--- src/oc_timer_defs.svh ---
/*
 * Offsets, field positions, reset values and prescaler counts of the output compare timer.
 * Assumes a word-addressed register port with a 4-bit address and 16-bit data.
 */
`ifndef OC_TIMER_DEFS_SVH
`define OC_TIMER_DEFS_SVH

`define OCT_ADDR_W      4
`define OCT_DATA_W      16

`define OCT_OFS_MODE    4'h0
`define OCT_OFS_CTRL    4'h1
`define OCT_OFS_ACT     4'h2
`define OCT_OFS_PINS    4'h3
`define OCT_OFS_STAT    4'h4
`define OCT_OFS_EXT     4'h5
`define OCT_OFS_COUNT   4'h6
`define OCT_OFS_GRA     4'h8

`define OCT_MODE_START  0
`define OCT_MODE_BUFC   1
`define OCT_MODE_BUFD   2
`define OCT_CTRL_CLR    0
`define OCT_CTRL_CKSEL  1
`define OCT_CTRL_INIT   4
`define OCT_PINS_OCEN   0
`define OCT_PINS_DIR    4
`define OCT_PINS_DAT    8
`define OCT_PINS_IN     12
`define OCT_STAT_MATCH  0
`define OCT_STAT_OVF    4
`define OCT_STAT_EXT    5
`define OCT_EXT_MODE    0
`define OCT_EXT_CUT     4

`define OCT_RST_GR      16'hFFFF
`define OCT_RST_ACT     8'h00
`define OCT_RST_CUT     8'h00

`define OCT_PRE_W       5
`define OCT_MASK_F2     5'h01
`define OCT_MASK_F4     5'h03
`define OCT_MASK_F8     5'h07
`define OCT_MASK_F32    5'h1F

`endif

--- src/oc_timer_pkg.sv ---
/*
 * Types shared by the output compare timer and its count source.
 * Assumes the defines header is included by the files that need numbers.
 */
package oc_timer_pkg;
    typedef enum logic [1:0] {ACT_NONE, ACT_LOW, ACT_HIGH, ACT_TOGGLE} match_act_t;
    typedef enum logic [1:0] {EXT_PORT, EXT_CUTOFF, EXT_IRQ, EXT_RSVD} ext_mode_t;
    typedef enum logic [1:0] {CUT_FLOAT, CUT_LOW, CUT_HIGH, CUT_RSVD} cut_state_t;
    typedef enum logic [2:0] {
        SRC_F1, SRC_F2, SRC_F4, SRC_F8, SRC_F32, SRC_OSC, SRC_EXT, SRC_OFF
    } src_sel_t;
endpackage

--- src/count_src_if.sv ---
/*
 * Carrier between the timer core and its count source selector.
 * Assumes both ends run on the same clock.
 */
`timescale 1ns/10ps
interface count_src_if;
    oc_timer_pkg::src_sel_t sel;
    logic                   tick;
    modport source (input sel, output tick);
    modport sink   (output sel, input tick);
endinterface

--- src/output_compare_timer.sv ---
/*
 * Output compare timer: 16-bit up counter, four compare registers, four wave pins.
 * Assumes a register master per the plain strobe port and a count_source beside it.
 */
// The register addresses and the plain strobed port were left to the implementer.
`timescale 1ns/10ps
`include "oc_timer_defs.svh"
// Functional notes
// Counter advances on selected count source
// Clear-select 0: free run, 65536 period
// Clear-select 1: reload zero on A match
// Writing start bit 1 starts counting
// Writing start bit 0 stops counting
// Stopped: pins and counter hold values
// Any compare match raises a request
// Counter overflow raises a request
// Each pin is port or compare output
// External pin: port, cutoff or interrupt
// Counter read returns current count
// Counter is writable by software
// Match drives pin low, high or toggle
// Initial level from start until match
// Clear event: overflow or A match
// Optional buffered compare for A and B
// Works as internal timer without outputs
// Match puts chosen level on that pin
// Buffer bits turn C, D into buffers
// 16-bit wrap sets visible overflow flag
// Active cutoff forces pins to cutoff state; the code forces only pins in compare output mode, port pins keep port_dat
module output_compare_timer #(
    parameter int CNT_W = 16
) (
    // Clock and reset
    input  wire logic                   clk_i,
    input  wire logic                   nrst_i,
    // Register port
    input  wire logic [`OCT_ADDR_W-1:0] addr_i,
    input  wire logic [`OCT_DATA_W-1:0] wr_data_i,
    input  wire logic                   wr_i,
    input  wire logic                   rd_i,
    output logic      [`OCT_DATA_W-1:0] rd_data_o,
    // Count sources and external interrupt pin
    input  wire logic                   ext_count_clock_pin_i,
    input  wire logic                   osc_40mhz_source_i,
    input  wire logic                   ext_irq_zero_pin_i,
    // Wave pins
    input  wire logic [3:0]             wave_pin_i,
    output logic      [3:0]             wave_pin_o,
    output logic      [3:0]             wave_pin_oe_n_o,
    // Request pulses
    output logic      [3:0]             match_req_o,
    output logic                        ovf_req_o,
    output logic                        ext_irq_req_o
);
    localparam logic [CNT_W-1:0] CNT_MAX = '1;

    count_src_if src_link ();

    logic                           start;
    logic                           buf_c;
    logic                           buf_d;
    logic                           clear_sel;
    oc_timer_pkg::src_sel_t         ck_sel;
    logic [3:0]                     init_lvl;
    logic [7:0]                     act;
    logic [3:0]                     oc_en;
    logic [3:0]                     port_dir;
    logic [3:0]                     port_dat;
    oc_timer_pkg::ext_mode_t        ext_mode;
    logic [7:0]                     cut;
    logic [3:0]                     match_flag;
    logic                           ovf_flag;
    logic                           ext_flag;
    logic [CNT_W-1:0]               count;
    logic [CNT_W-1:0]               gr [4];
    logic [3:0]                     wave_lvl;
    logic [2:0]                     irq_s;
    logic [3:0]                     pin_s1;
    logic [3:0]                     pin_s2;
    logic [15:0]                    wsel;
    logic                           tick_en;
    logic [3:0]                     match_ev;
    logic                           clear_now;
    logic                           wrap_ev;
    logic                           ext_ev;
    logic                           cut_active;
    logic                           start_pulse;
    logic [`OCT_DATA_W-1:0]         next_rd;

    function automatic logic [1:0] field2(input logic [7:0] v, input int idx);
        return v[2*idx +: 2];
    endfunction

    function automatic logic apply_act(input oc_timer_pkg::match_act_t a, input logic cur);
        case (a)
            oc_timer_pkg::ACT_LOW:    return 1'b0;
            oc_timer_pkg::ACT_HIGH:   return 1'b1;
            oc_timer_pkg::ACT_TOGGLE: return ~cur;
            default:                  return cur;
        endcase
    endfunction

    count_source u_src (
        .clk_i                 (clk_i),
        .nrst_i                (nrst_i),
        .ext_count_clock_pin_i (ext_count_clock_pin_i),
        .osc_40mhz_source_i    (osc_40mhz_source_i),
        .src                   (src_link.source)
    );
    assign src_link.sel = ck_sel;

    assign wsel        = wr_i ? (16'h0001 << addr_i) : 16'h0000;
    assign tick_en     = start & src_link.tick;
    assign start_pulse = wsel[`OCT_OFS_MODE] & wr_data_i[`OCT_MODE_START] & ~start;

    // Buffering C or D removes it from comparison
    always_comb begin
        for (int i = 0; i < 4; i++) begin
            match_ev[i] = tick_en && (count == gr[i]);
        end
        match_ev[2] = match_ev[2] & ~buf_c;
        match_ev[3] = match_ev[3] & ~buf_d;
    end

    assign clear_now = clear_sel & match_ev[0];
    // Clear at A takes the wrap's place, so no overflow is seen then
    assign wrap_ev   = tick_en & (count == CNT_MAX) & ~clear_now;

    // Control registers
    always_ff @(posedge clk_i) begin
        if (!nrst_i) begin
            start     <= 1'b0;
            buf_c     <= 1'b0;
            buf_d     <= 1'b0;
            clear_sel <= 1'b0;
            ck_sel    <= oc_timer_pkg::SRC_F1;
            init_lvl  <= 4'h0;
            act       <= `OCT_RST_ACT;
            oc_en     <= 4'h0;
            port_dir  <= 4'h0;
            port_dat  <= 4'h0;
            ext_mode  <= oc_timer_pkg::EXT_PORT;
            cut       <= `OCT_RST_CUT;
        end else begin
            if (wsel[`OCT_OFS_MODE]) begin
                start <= wr_data_i[`OCT_MODE_START];
                buf_c <= wr_data_i[`OCT_MODE_BUFC];
                buf_d <= wr_data_i[`OCT_MODE_BUFD];
            end
            if (wsel[`OCT_OFS_CTRL]) begin
                clear_sel <= wr_data_i[`OCT_CTRL_CLR];
                ck_sel    <= oc_timer_pkg::src_sel_t'(wr_data_i[`OCT_CTRL_CKSEL +: 3]);
                init_lvl  <= wr_data_i[`OCT_CTRL_INIT +: 4];
            end
            if (wsel[`OCT_OFS_ACT]) begin
                act <= wr_data_i[7:0];
            end
            if (wsel[`OCT_OFS_PINS]) begin
                oc_en    <= wr_data_i[`OCT_PINS_OCEN +: 4];
                port_dir <= wr_data_i[`OCT_PINS_DIR +: 4];
                port_dat <= wr_data_i[`OCT_PINS_DAT +: 4];
            end
            if (wsel[`OCT_OFS_EXT]) begin
                ext_mode <= oc_timer_pkg::ext_mode_t'(wr_data_i[`OCT_EXT_MODE +: 2]);
                cut      <= wr_data_i[`OCT_EXT_CUT +: 8];
            end
        end
    end

    // Counter: software write beats a tick in the same cycle
    always_ff @(posedge clk_i) begin
        if (!nrst_i) begin
            count <= '0;
        end else if (wsel[`OCT_OFS_COUNT]) begin
            count <= wr_data_i[CNT_W-1:0];
        end else if (tick_en) begin
            count <= clear_now ? '0 : count + 1'b1;
        end
    end

    // Compare registers, with buffer transfer on the A and B matches
    always_ff @(posedge clk_i) begin
        if (!nrst_i) begin
            for (int i = 0; i < 4; i++) begin
                gr[i] <= `OCT_RST_GR;
            end
        end else begin
            for (int i = 0; i < 4; i++) begin
                if (wsel[`OCT_OFS_GRA + i]) begin
                    gr[i] <= wr_data_i[CNT_W-1:0];
                end
            end
            if (buf_c && match_ev[0] && !wsel[`OCT_OFS_GRA]) begin
                gr[0] <= gr[2];
            end
            if (buf_d && match_ev[1] && !wsel[`OCT_OFS_GRA + 1]) begin
                gr[1] <= gr[3];
            end
        end
    end

    // Wave levels change only at start or on a match, so a stop holds them
    always_ff @(posedge clk_i) begin
        if (!nrst_i) begin
            wave_lvl <= 4'h0;
        end else if (start_pulse) begin
            wave_lvl <= init_lvl;
        end else begin
            for (int i = 0; i < 4; i++) begin
                if (match_ev[i]) begin
                    wave_lvl[i] <= apply_act(oc_timer_pkg::match_act_t'(field2(act, i)),
                                             wave_lvl[i]);
                end
            end
        end
    end

    // Synchronisers for the external interrupt pin and port inputs
    always_ff @(posedge clk_i) begin
        if (!nrst_i) begin
            irq_s  <= 3'h7;
            pin_s1 <= 4'h0;
            pin_s2 <= 4'h0;
        end else begin
            irq_s  <= {irq_s[1:0], ext_irq_zero_pin_i};
            pin_s1 <= wave_pin_i;
            pin_s2 <= pin_s1;
        end
    end

    // Pin is active low, as an interrupt-style cutoff input
    assign cut_active = (ext_mode == oc_timer_pkg::EXT_CUTOFF) & ~irq_s[1];
    assign ext_ev     = (ext_mode == oc_timer_pkg::EXT_IRQ) & ~irq_s[1] & irq_s[2];

    // Pin drivers
    always_ff @(posedge clk_i) begin
        if (!nrst_i) begin
            wave_pin_o      <= 4'h0;
            wave_pin_oe_n_o <= 4'hF;
        end else begin
            for (int i = 0; i < 4; i++) begin
                if (!oc_en[i]) begin
                    wave_pin_o[i]      <= port_dat[i];
                    wave_pin_oe_n_o[i] <= ~port_dir[i];
                end else if (cut_active) begin
                    case (oc_timer_pkg::cut_state_t'(field2(cut, i)))
                        oc_timer_pkg::CUT_LOW: begin
                            wave_pin_o[i]      <= 1'b0;
                            wave_pin_oe_n_o[i] <= 1'b0;
                        end
                        oc_timer_pkg::CUT_HIGH: begin
                            wave_pin_o[i]      <= 1'b1;
                            wave_pin_oe_n_o[i] <= 1'b0;
                        end
                        default: begin
                            wave_pin_o[i]      <= 1'b0;
                            wave_pin_oe_n_o[i] <= 1'b1;
                        end
                    endcase
                end else begin
                    wave_pin_o[i]      <= wave_lvl[i];
                    wave_pin_oe_n_o[i] <= 1'b0;
                end
            end
        end
    end

    // Status flags: write one to clear, a same-cycle event wins
    always_ff @(posedge clk_i) begin
        if (!nrst_i) begin
            match_flag <= 4'h0;
            ovf_flag   <= 1'b0;
            ext_flag   <= 1'b0;
        end else begin
            match_flag <= (match_flag & ~({4{wsel[`OCT_OFS_STAT]}}
                          & wr_data_i[`OCT_STAT_MATCH +: 4])) | match_ev;
            ovf_flag   <= (ovf_flag & ~(wsel[`OCT_OFS_STAT] & wr_data_i[`OCT_STAT_OVF]))
                          | wrap_ev;
            ext_flag   <= (ext_flag & ~(wsel[`OCT_OFS_STAT] & wr_data_i[`OCT_STAT_EXT]))
                          | ext_ev;
        end
    end

    always_ff @(posedge clk_i) begin
        if (!nrst_i) begin
            match_req_o   <= 4'h0;
            ovf_req_o     <= 1'b0;
            ext_irq_req_o <= 1'b0;
        end else begin
            match_req_o   <= match_ev;
            ovf_req_o     <= wrap_ev;
            ext_irq_req_o <= ext_ev;
        end
    end

    // Read mux
    always_comb begin
        next_rd = '0;
        case (addr_i)
            `OCT_OFS_MODE:  next_rd = {13'h0000, buf_d, buf_c, start};
            `OCT_OFS_CTRL:  next_rd = {8'h00, init_lvl, ck_sel, clear_sel};
            `OCT_OFS_ACT:   next_rd = {8'h00, act};
            `OCT_OFS_PINS:  next_rd = {pin_s2, port_dat, port_dir, oc_en};
            `OCT_OFS_STAT:  next_rd = {10'h000, ext_flag, ovf_flag, match_flag};
            `OCT_OFS_EXT:   next_rd = {4'h0, cut, 2'h0, ext_mode};
            `OCT_OFS_COUNT: next_rd = `OCT_DATA_W'(count);
            4'h8, 4'h9, 4'hA, 4'hB: next_rd = `OCT_DATA_W'(gr[addr_i[1:0]]);
            default:        next_rd = '0;
        endcase
    end

    always_ff @(posedge clk_i) begin
        if (!nrst_i) begin
            rd_data_o <= '0;
        end else begin
            rd_data_o <= rd_i ? next_rd : '0;
        end
    end
endmodule

--- src/count_source.sv ---
/*
 * Count source: divided system clocks, oscillator edges or external pin edges.
 * Assumes the oscillator and pin are asynchronous and far slower than clk_i after sync.
 */
`timescale 1ns/10ps
`include "oc_timer_defs.svh"
module count_source (
    // Clock and reset
    input  wire logic                   clk_i,
    input  wire logic                   nrst_i,
    // Raw count inputs
    input  wire logic                   ext_count_clock_pin_i,
    input  wire logic                   osc_40mhz_source_i,
    // To the timer core
    count_src_if.source                 src
);
    logic [`OCT_PRE_W-1:0] pre;
    logic [2:0]            ext_s;
    logic [2:0]            osc_s;
    logic                  next_tick;

    always_ff @(posedge clk_i) begin
        if (!nrst_i) begin
            pre <= '0;
        end else begin
            pre <= pre + 1'b1;
        end
    end

    // Third stage only remembers the previous synced level for edge detect
    always_ff @(posedge clk_i) begin
        if (!nrst_i) begin
            ext_s <= 3'h0;
            osc_s <= 3'h0;
        end else begin
            ext_s <= {ext_s[1:0], ext_count_clock_pin_i};
            osc_s <= {osc_s[1:0], osc_40mhz_source_i};
        end
    end

    always_comb begin
        case (src.sel)
            oc_timer_pkg::SRC_F1:  next_tick = 1'b1;
            oc_timer_pkg::SRC_F2:  next_tick = (pre & `OCT_MASK_F2) == `OCT_MASK_F2;
            oc_timer_pkg::SRC_F4:  next_tick = (pre & `OCT_MASK_F4) == `OCT_MASK_F4;
            oc_timer_pkg::SRC_F8:  next_tick = (pre & `OCT_MASK_F8) == `OCT_MASK_F8;
            oc_timer_pkg::SRC_F32: next_tick = (pre & `OCT_MASK_F32) == `OCT_MASK_F32;
            // Oscillator above clk_i rate aliases; usable only as a slow gated source
            oc_timer_pkg::SRC_OSC: next_tick = osc_s[1] & ~osc_s[2];
            oc_timer_pkg::SRC_EXT: next_tick = ext_s[1] & ~ext_s[2];
            default:               next_tick = 1'b0;
        endcase
    end

    always_ff @(posedge clk_i) begin
        if (!nrst_i) begin
            src.tick <= 1'b0;
        end else begin
            src.tick <= next_tick;
        end
    end
endmodule

--- config.mk ---
export PLATFORM = sky130hd
export DESIGN_NAME = output_compare_timer
export DESIGN_NICKNAME = d
export VERILOG_FILES = /design/src/oc_timer_pkg.sv /design/src/count_src_if.sv /design/src/output_compare_timer.sv /design/src/count_source.sv
export VERILOG_INCLUDE_DIRS = /design/src /design/src/src
export SDC_FILE = /design/constraint.sdc
export NUM_CORES = 1
export LEC_CHECK = 0
export ABC_CLOCK_PERIOD_IN_PS = 3000
export BUFFER_PORTS_ARGS = -buffer_cell sky130_fd_sc_hd__buf_2
export CORE_ASPECT_RATIO = 0.9
export CORE_MARGIN = 3
export CORE_UTILIZATION = 55
export CTS_BUF_LIST = sky130_fd_sc_hd__clkbuf_16
export DETAILED_ROUTE_END_ITERATION = 6
export GPL_ROUTABILITY_DRIVEN = 1
export PLACE_DENSITY = 0.76
export SYNTH_ARGS = -nofsm -noshare
export SYNTH_HDL_FRONTEND = slang
export SYNTH_SLANG_ARGS = --single-unit
--- constraint.sdc ---
create_clock -name clk_i -period 3 [get_ports clk_i]
set_clock_uncertainty 0.1 [all_clocks]
set_input_delay 0.9 -clock clk_i [delete_from_list [all_inputs] [get_ports clk_i]]
set_output_delay 0.9 -clock clk_i [all_outputs]
set_load 0.02 [all_outputs]
Word-level counts from Yosys, hierarchy flattened. Memory sizes are Yosys's and may differ from the RTL's. Index checks and enable logic that the tools add are counted.

Bitwise operators: 46. Mux-type cells: 64. Reductions and logical operators: 31. Add/sub/neg operators: 2. Shifts and indexed selects: 1. Equal/unequal tests: 46.

Operator list (number): $mux 16 (9); $pmux 16 s8 (1); $eq 16x16->1 (4); $mux 1 (47); $eq 2x2->1 const B (14); $eq 2x1->1 const B (9); $and 1x1->1 (17); $not 1->1 (17); $add 16x1->16 const B (1); $eq 16x16->1 const B (1); $eq 4x4->1 const B (4); $reduce_bool 4->1 (4); $eq 3x3->1 const B (4); $eq 4x3->1 const B (3); $mux 12 (1); $pmux 1 s3 (4); $shl 1x4->12 const A (1); $reduce_and 2->1 (5); $reduce_bool 2->1 (5); $and 4x4->4 (2); $eq 4x2->1 const B (2); $logic_and 1x1->1 (8); $or 1x1->1 (8); $reduce_or 2->1 (4); other kinds (13) (15).

Logic and storage cells: 224. Register bits after elaboration: 120. Input port bits: 31. Output and inout port bits: 30. Memory bits (writable): 64. Memories: 1.

Memories: gr (depth 4, bits a word 16, read ports 5, clocked after Yosys merged registers in 0, wr ports 4, line output_compare_timer.sv:75) `logic [CNT_W-1:0] gr [4];`.

Depth between registers and ports, before layout. An unclocked memory read counts as a cell.

Word-level depth: 9. Mapped depth: 8. Gate-level depth less buffers: 7.

Cells and area by module. A second synthesis with hierarchy kept.

Cell total of the unflattened synthesis: 910. Area, all modules: 9137.5 µm².

Modules (own cells, without submodules): output_compare_timer (area an instance 8692.1 µm², sequential area each 4083.9 µm², cells an instance 870, instances 1); count_source (area an instance 445.4 µm², sequential area each 240.2 µm², cells an instance 40, instances 1).

Worst setup path before layout. OpenSTA, ideal clock, no wires.

Path type: input -> register. From: input addr_i[0]. To: memory gr[2][0] (enable). Data required time: 2.489 ns. Stages on the path: 5. Path slack: -0.194 ns. Arrival: 2.683 ns. Path buffers: 3. Library setup time: 0.411 ns. Cell sequence: buf_4 -> nand2b_1 -> buf_2 -> clkbuf_1 -> o21ai_0.

RTL lines: start: declaration (line output_compare_timer.sv:37) `` input wire logic [`OCT_ADDR_W-1:0] addr_i, ``; end: declaration (line output_compare_timer.sv:75).

==> impl_results.html <==
<table>
<tr><th>Metric</th><th>Value</th></tr>
<tr><th colspan="2">Synthesis</th></tr>
<tr><td>Synth Cell Area</td><td>9170 um^2</td></tr>
<tr><td>Net count of the mapped netlist</td><td>913</td></tr>
<tr><td>Number of enable flip-flop cells after synthesis</td><td>64</td></tr>
<tr><td>Sequential-to-total area share from yosys stat</td><td>47.1%</td></tr>
<tr><td>Distinct cells, synth</td><td>69</td></tr>
<tr><td>Predominant post-synthesis flop cell</td><td>sky130_fd_sc_hd__dfxtp_1</td></tr>
<tr><td>Top cell type's share of synthesized area</td><td>26.2%</td></tr>
<tr><td>Yosys warning total</td><td>0</td></tr>
<tr><td>Synth area leaders</td><td>sky130_fd_sc_hd__dfxtp_1 (26%), sky130_fd_sc_hd__edfxtp_1 (21%), sky130_fd_sc_hd__mux4_2 (4.4%)</td></tr>
<tr><td>Share of flip-flops with an asynchronous set or reset after synthesis</td><td>0%</td></tr>
<tr><td>Number of synthesized register bits</td><td>184</td></tr>
<tr><td>Gate Count Post-Synth</td><td>872</td></tr>
<tr><td>Post-Synthesis Mean Instance Area</td><td>10.5 um^2</td></tr>
<tr><td>Biggest area consumer among synthesized cells</td><td>sky130_fd_sc_hd__dfxtp_1</td></tr>
<tr><th colspan="2">Final layout</th></tr>
<tr><td>Area taken by flip-flops and latches</td><td>4320 um^2</td></tr>
<tr><td>Antenna cell count</td><td>0</td></tr>
<tr><td>Leading cell type in the layout, fill and taps excluded</td><td>sky130_fd_sc_hd__dfxtp_1</td></tr>
<tr><td>Commonest non-fill, non-tap cells in the layout</td><td>sky130_fd_sc_hd__dfxtp_1 (120), sky130_fd_sc_hd__nand2_1 (76), sky130_fd_sc_hd__edfxtp_1 (64), sky130_fd_sc_hd__buf_2 (60), sky130_fd_sc_hd__a21oi_1 (57)</td></tr>
<tr><td>Layout Cell Area excl Fill</td><td>10200 um^2</td></tr>
<tr><td>Area of combinational cells with multiple inputs</td><td>4370 um^2</td></tr>
<tr><td>Fill cell instance count of the final layout</td><td>1323</td></tr>
<tr><td>Area growth from synthesis to layout</td><td>10.8%</td></tr>
<tr><td>Share of post-route cells with drive strength above 1</td><td>19.6%</td></tr>
<tr><td>Final layout net count</td><td>962</td></tr>
<tr><th colspan="2">Hold path</th></tr>
<tr><td>Path category of the worst min-delay check</td><td>reg -&gt; reg</td></tr>
<tr><td>Worst Hold Launch</td><td>irq_s[0]</td></tr>
<tr><th colspan="2">Route</th></tr>
<tr><td>Number of vias per cell after detailed routing</td><td>6.52</td></tr>
<tr><td>Post-DR wirelength/cell</td><td>24.2 um</td></tr>
<tr><td>Final routed wirelength across all metal layers</td><td>27600 um</td></tr>
<tr><td>First drt pass iteration count</td><td>7</td></tr>
<tr><td>Routed vias</td><td>7443</td></tr>
<tr><td>Post-route antenna net violation count</td><td>0</td></tr>
<tr><td>Iteration-0 DRC Markers</td><td>1144</td></tr>
<tr><td>DR DRC count</td><td>2</td></tr>
<tr><th colspan="2">Critical path</th></tr>
<tr><td>Worst Path Max Fanout</td><td>16</td></tr>
<tr><td>CP arrival</td><td>2.68 ns</td></tr>
<tr><td>Worst r2r src</td><td>count[7]</td></tr>
<tr><td>Critical path's largest stage delay</td><td>0.68 ns</td></tr>
<tr><td>Cell type group with the largest total delay on the critical path</td><td>simple AND/OR/NAND/NOR gates</td></tr>
<tr><td>Worst setup path start</td><td>count[7]</td></tr>
<tr><td>Buffers plus inverters on the worst setup path</td><td>0</td></tr>
<tr><td>CP endpoint kind</td><td>register</td></tr>
<tr><td>CP Cell Sequence</td><td>xnor2_1, nand4_1, nor2_1, nand4_4, o22a_1</td></tr>
<tr><td>Path type of the worst setup path</td><td>reg -&gt; reg</td></tr>
<tr><td>Critical-path top delay cell</td><td>sky130_fd_sc_hd__dfxtp_1</td></tr>
<tr><td>Crit start category</td><td>register</td></tr>
<tr><td>Data required, critical path</td><td>3.09 ns</td></tr>
<tr><th colspan="2">Power and ir drop</th></tr>
<tr><td>Power share of the sequential group</td><td>51.8%</td></tr>
<tr><td>Leakage</td><td>3.67 nW</td></tr>
<tr><td>Combinational power share</td><td>7.9%</td></tr>
<tr><td>Max VDD drop</td><td>0.440 mV</td></tr>
<tr><td>Switching share of power</td><td>26.1%</td></tr>
<tr><td>Switching component of the power</td><td>1.37 mW</td></tr>
<tr><td>Cell Int Power</td><td>3.88 mW</td></tr>
<tr><td>PwrDens</td><td>517 nW/um^2</td></tr>
<tr><td>Part of the total power dissipated in the clock network</td><td>40.2%</td></tr>
<tr><th colspan="2">Global route</th></tr>
<tr><td>Most used routing layer in global routing</td><td>met2</td></tr>
<tr><td>Total track usage</td><td>30.9%</td></tr>
<tr><td>GR met1 Demand/Resource</td><td>44.2%</td></tr>
<tr><td>Total congestion overflow</td><td>0</td></tr>
<tr><td>Antenna violations before repair</td><td>0</td></tr>
<tr><td>Global-route wire length before repair</td><td>42100 um</td></tr>
<tr><td>Number of global-route vias before repair</td><td>6986</td></tr>
<tr><td>Met3 track demand over resource</td><td>8.96%</td></tr>
<tr><td>Global routing usage on met2</td><td>44.8%</td></tr>
<tr><td>Largest net degree at the start of global routing</td><td>37</td></tr>
<tr><th colspan="2">Floorplanning</th></tr>
<tr><td>Top Ports</td><td>61</td></tr>
<tr><td>Area enclosed by the die boundary</td><td>18300 um^2</td></tr>
<tr><td>Initial core utilization</td><td>56.5%</td></tr>
<tr><td>Width of the die</td><td>142 um</td></tr>
<tr><td>Core Rows</td><td>44</td></tr>
<tr><td>Die height</td><td>129 um</td></tr>
<tr><td>Core area</td><td>16200 um^2</td></tr>
<tr><th colspan="2">STA</th></tr>
<tr><td>Slack of the critical path</td><td>0.413 ns</td></tr>
<tr><td>Post-route clock period utilization</td><td>86.2%</td></tr>
<tr><td>Final TNS setup</td><td>0 ns</td></tr>
<tr><td>Post-layout minimum cycle time</td><td>2.59 ns</td></tr>
<tr><td>Final count of negative-setup-slack endpoints</td><td>0</td></tr>
<tr><td>Fmax</td><td>387 MHz</td></tr>
<tr><td>Final hold violation count</td><td>0</td></tr>
<tr><td>Setup repair after global routing missed its margin</td><td>no</td></tr>
<tr><td>Fin. max-slew vios</td><td>0</td></tr>
<tr><td>Remaining max-slew budget at the tightest pin</td><td>35.4%</td></tr>
<tr><td>Measured slew at the worst slew-check pin</td><td>0.965 ns</td></tr>
<tr><th colspan="2">Place</th></tr>
<tr><td>HPWL after detailed placement</td><td>19700 um</td></tr>
<tr><td>Weighted congestion reported at the end of routability-driven placement</td><td>1.05</td></tr>
<tr><td>Port Buffer Count</td><td>60</td></tr>
<tr><td>Post-DP Area</td><td>9620 um^2</td></tr>
<tr><td>Pre-CTS setup slack</td><td>0.215 ns</td></tr>
<tr><th colspan="2">Status</th></tr>
<tr><td>Violated checks</td><td>DRC</td></tr>
<tr><td>Run status</td><td>finished, violations left</td></tr>
<tr><th colspan="2">Clock network</th></tr>
<tr><td>Clock insertion delay at the later pin of the skew report</td><td>0.45 ns</td></tr>
<tr><td>Post-CTS Hold Buffers</td><td>0</td></tr>
<tr><td>Buffers inserted by post-CTS timing repair</td><td>0</td></tr>
<tr><td>Htree depth</td><td>4</td></tr>
<tr><td>CTS clk-pin slew, worst paths</td><td>0.08 ns</td></tr>
<tr><td>Max Buffers Root-to-Sink</td><td>2</td></tr>
<tr><td>Count of clock tree sinks</td><td>184</td></tr>
<tr><td>Buffer cell driving the clock tree root</td><td>sky130_fd_sc_hd__clkbuf_16</td></tr>
<tr><td>Cts bufs inserted</td><td>17</td></tr>
<tr><td>Post-CTS sizing</td><td>0</td></tr>
<tr><td>Clock tree from TritonCTS</td><td>yes</td></tr>
<tr><th colspan="2">Flow run</th></tr>
<tr><td>Max Cap Violations</td><td>0</td></tr>
</table>
## cell families after synthesis
logic type	synth area share [%]
buffers and inverters	5.23
AND/OR/NAND/NOR	17.6
XOR/XNOR	8.16
adder cells (fa/ha/maj)	1.36
multiplexers	6.17
AO/OA/AOI/OAI	14.3
flip-flops	47.1
## synth_stat cells (3+ instances only)
cell type and instances:
sky130_fd_sc_hd__o211ai_1 5, sky130_fd_sc_hd__a21oi_1 57, sky130_fd_sc_hd__buf_6 10, sky130_fd_sc_hd__nor2_2 3, sky130_fd_sc_hd__or3_1 34, sky130_fd_sc_hd__buf_2 19, sky130_fd_sc_hd__clkbuf_1 24, sky130_fd_sc_hd__nor2b_1 7
sky130_fd_sc_hd__nand3_1 41, sky130_fd_sc_hd__and3_1 21, sky130_fd_sc_hd__xnor2_1 32, sky130_fd_sc_hd__nor4_1 8, sky130_fd_sc_hd__nor2_1 45, sky130_fd_sc_hd__nand2_1 76, sky130_fd_sc_hd__a31oi_1 5, sky130_fd_sc_hd__nand2b_1 9
sky130_fd_sc_hd__a222oi_1 15, sky130_fd_sc_hd__nor3_1 13, sky130_fd_sc_hd__buf_1 5, sky130_fd_sc_hd__buf_4 13, sky130_fd_sc_hd__and2_1 20, sky130_fd_sc_hd__a21boi_0 4, sky130_fd_sc_hd__o21a_1 6, sky130_fd_sc_hd__xor2_1 41
sky130_fd_sc_hd__o22ai_2 8, sky130_fd_sc_hd__xnor2_2 4, sky130_fd_sc_hd__mux4_2 18, sky130_fd_sc_hd__edfxtp_1 64, sky130_fd_sc_hd__a211oi_1 8, sky130_fd_sc_hd__o22a_1 31, sky130_fd_sc_hd__a22o_1 3, sky130_fd_sc_hd__mux2i_1 16
sky130_fd_sc_hd__nand4_1 10, sky130_fd_sc_hd__a221oi_1 3, sky130_fd_sc_hd__o22ai_1 7, sky130_fd_sc_hd__dfxtp_1 120, sky130_fd_sc_hd__inv_1 11, sky130_fd_sc_hd__ha_1 10, sky130_fd_sc_hd__o21ai_0 9
## worst paths after layout
check,to,slack [ns],cells past startpoint
max,gr[1][6],0.41,5
max reg2reg,gr[1][6],0.41,5
min,irq_s[1],0.32,1
min reg2reg,irq_s[1],0.32,1
## routing by layer
layer,vias up,routed length (um)
li1,3290,-
met1,3572,11200
met2,510,11900
met3,71,3590
met4,0,851
met5,-,0
## worst reg2reg max path, cell delays in order (launching register included)
cell                      delay, ns
sky130_fd_sc_hd__dfxtp_1       0.68
sky130_fd_sc_hd__xnor2_1       0.20
sky130_fd_sc_hd__nand4_1       0.19
sky130_fd_sc_hd__nor2_1        0.51
sky130_fd_sc_hd__nand4_4       0.37
sky130_fd_sc_hd__o22a_1        0.29
## registers in the layout (all words and copies together) (netlist names), 5 cells and up
| register | flops |
|---|---|
| rd_data_o | 16 |
| cut | 8 |
| gr | 64 |
| u_src.pre | 5 |
| count | 16 |
| act | 8 |
## through the flow
step / hold WS, ns / utilization, % / total power, mW / instances
6_report: 0.324 / 62.6 / 5.26 / 1141
5_1_grt: 0.336 / 62.6 / 5.41 / 1141
4_1_cts: 0.324 / 62.6 / 5.26 / 1141
3_5_place_dp: 0.297 / 59.3 / 3.18 / 1109
3_3_place_gp: 0.293 / 59.3 / 3.18 / 1109
2_1_floorplan: 0.286 / - / 3.01 / 872
## power groups by stage
stage	registers (mW)	clock network [mW]	logic, mW
final	2.72	2.11	0.418
after global routing	2.73	2.24	0.441
after CTS	2.72	2.13	0.407
after detailed placement	2.78	0	0.405
after global placement	2.78	0	0.402
after floorplan	2.75	0	0.261
## cell type report
class                   count  share of cell area [%]
flip-flops and latches    184                    42.5
clock buffers              17                    4.19
clock inverters            15                    1.13
repair buffers            102                    6.18
multi-input cells         604                    43.0
well taps                 207                    2.55
inverters                  12                   0.443
Power figures use the tool's default switching activity.
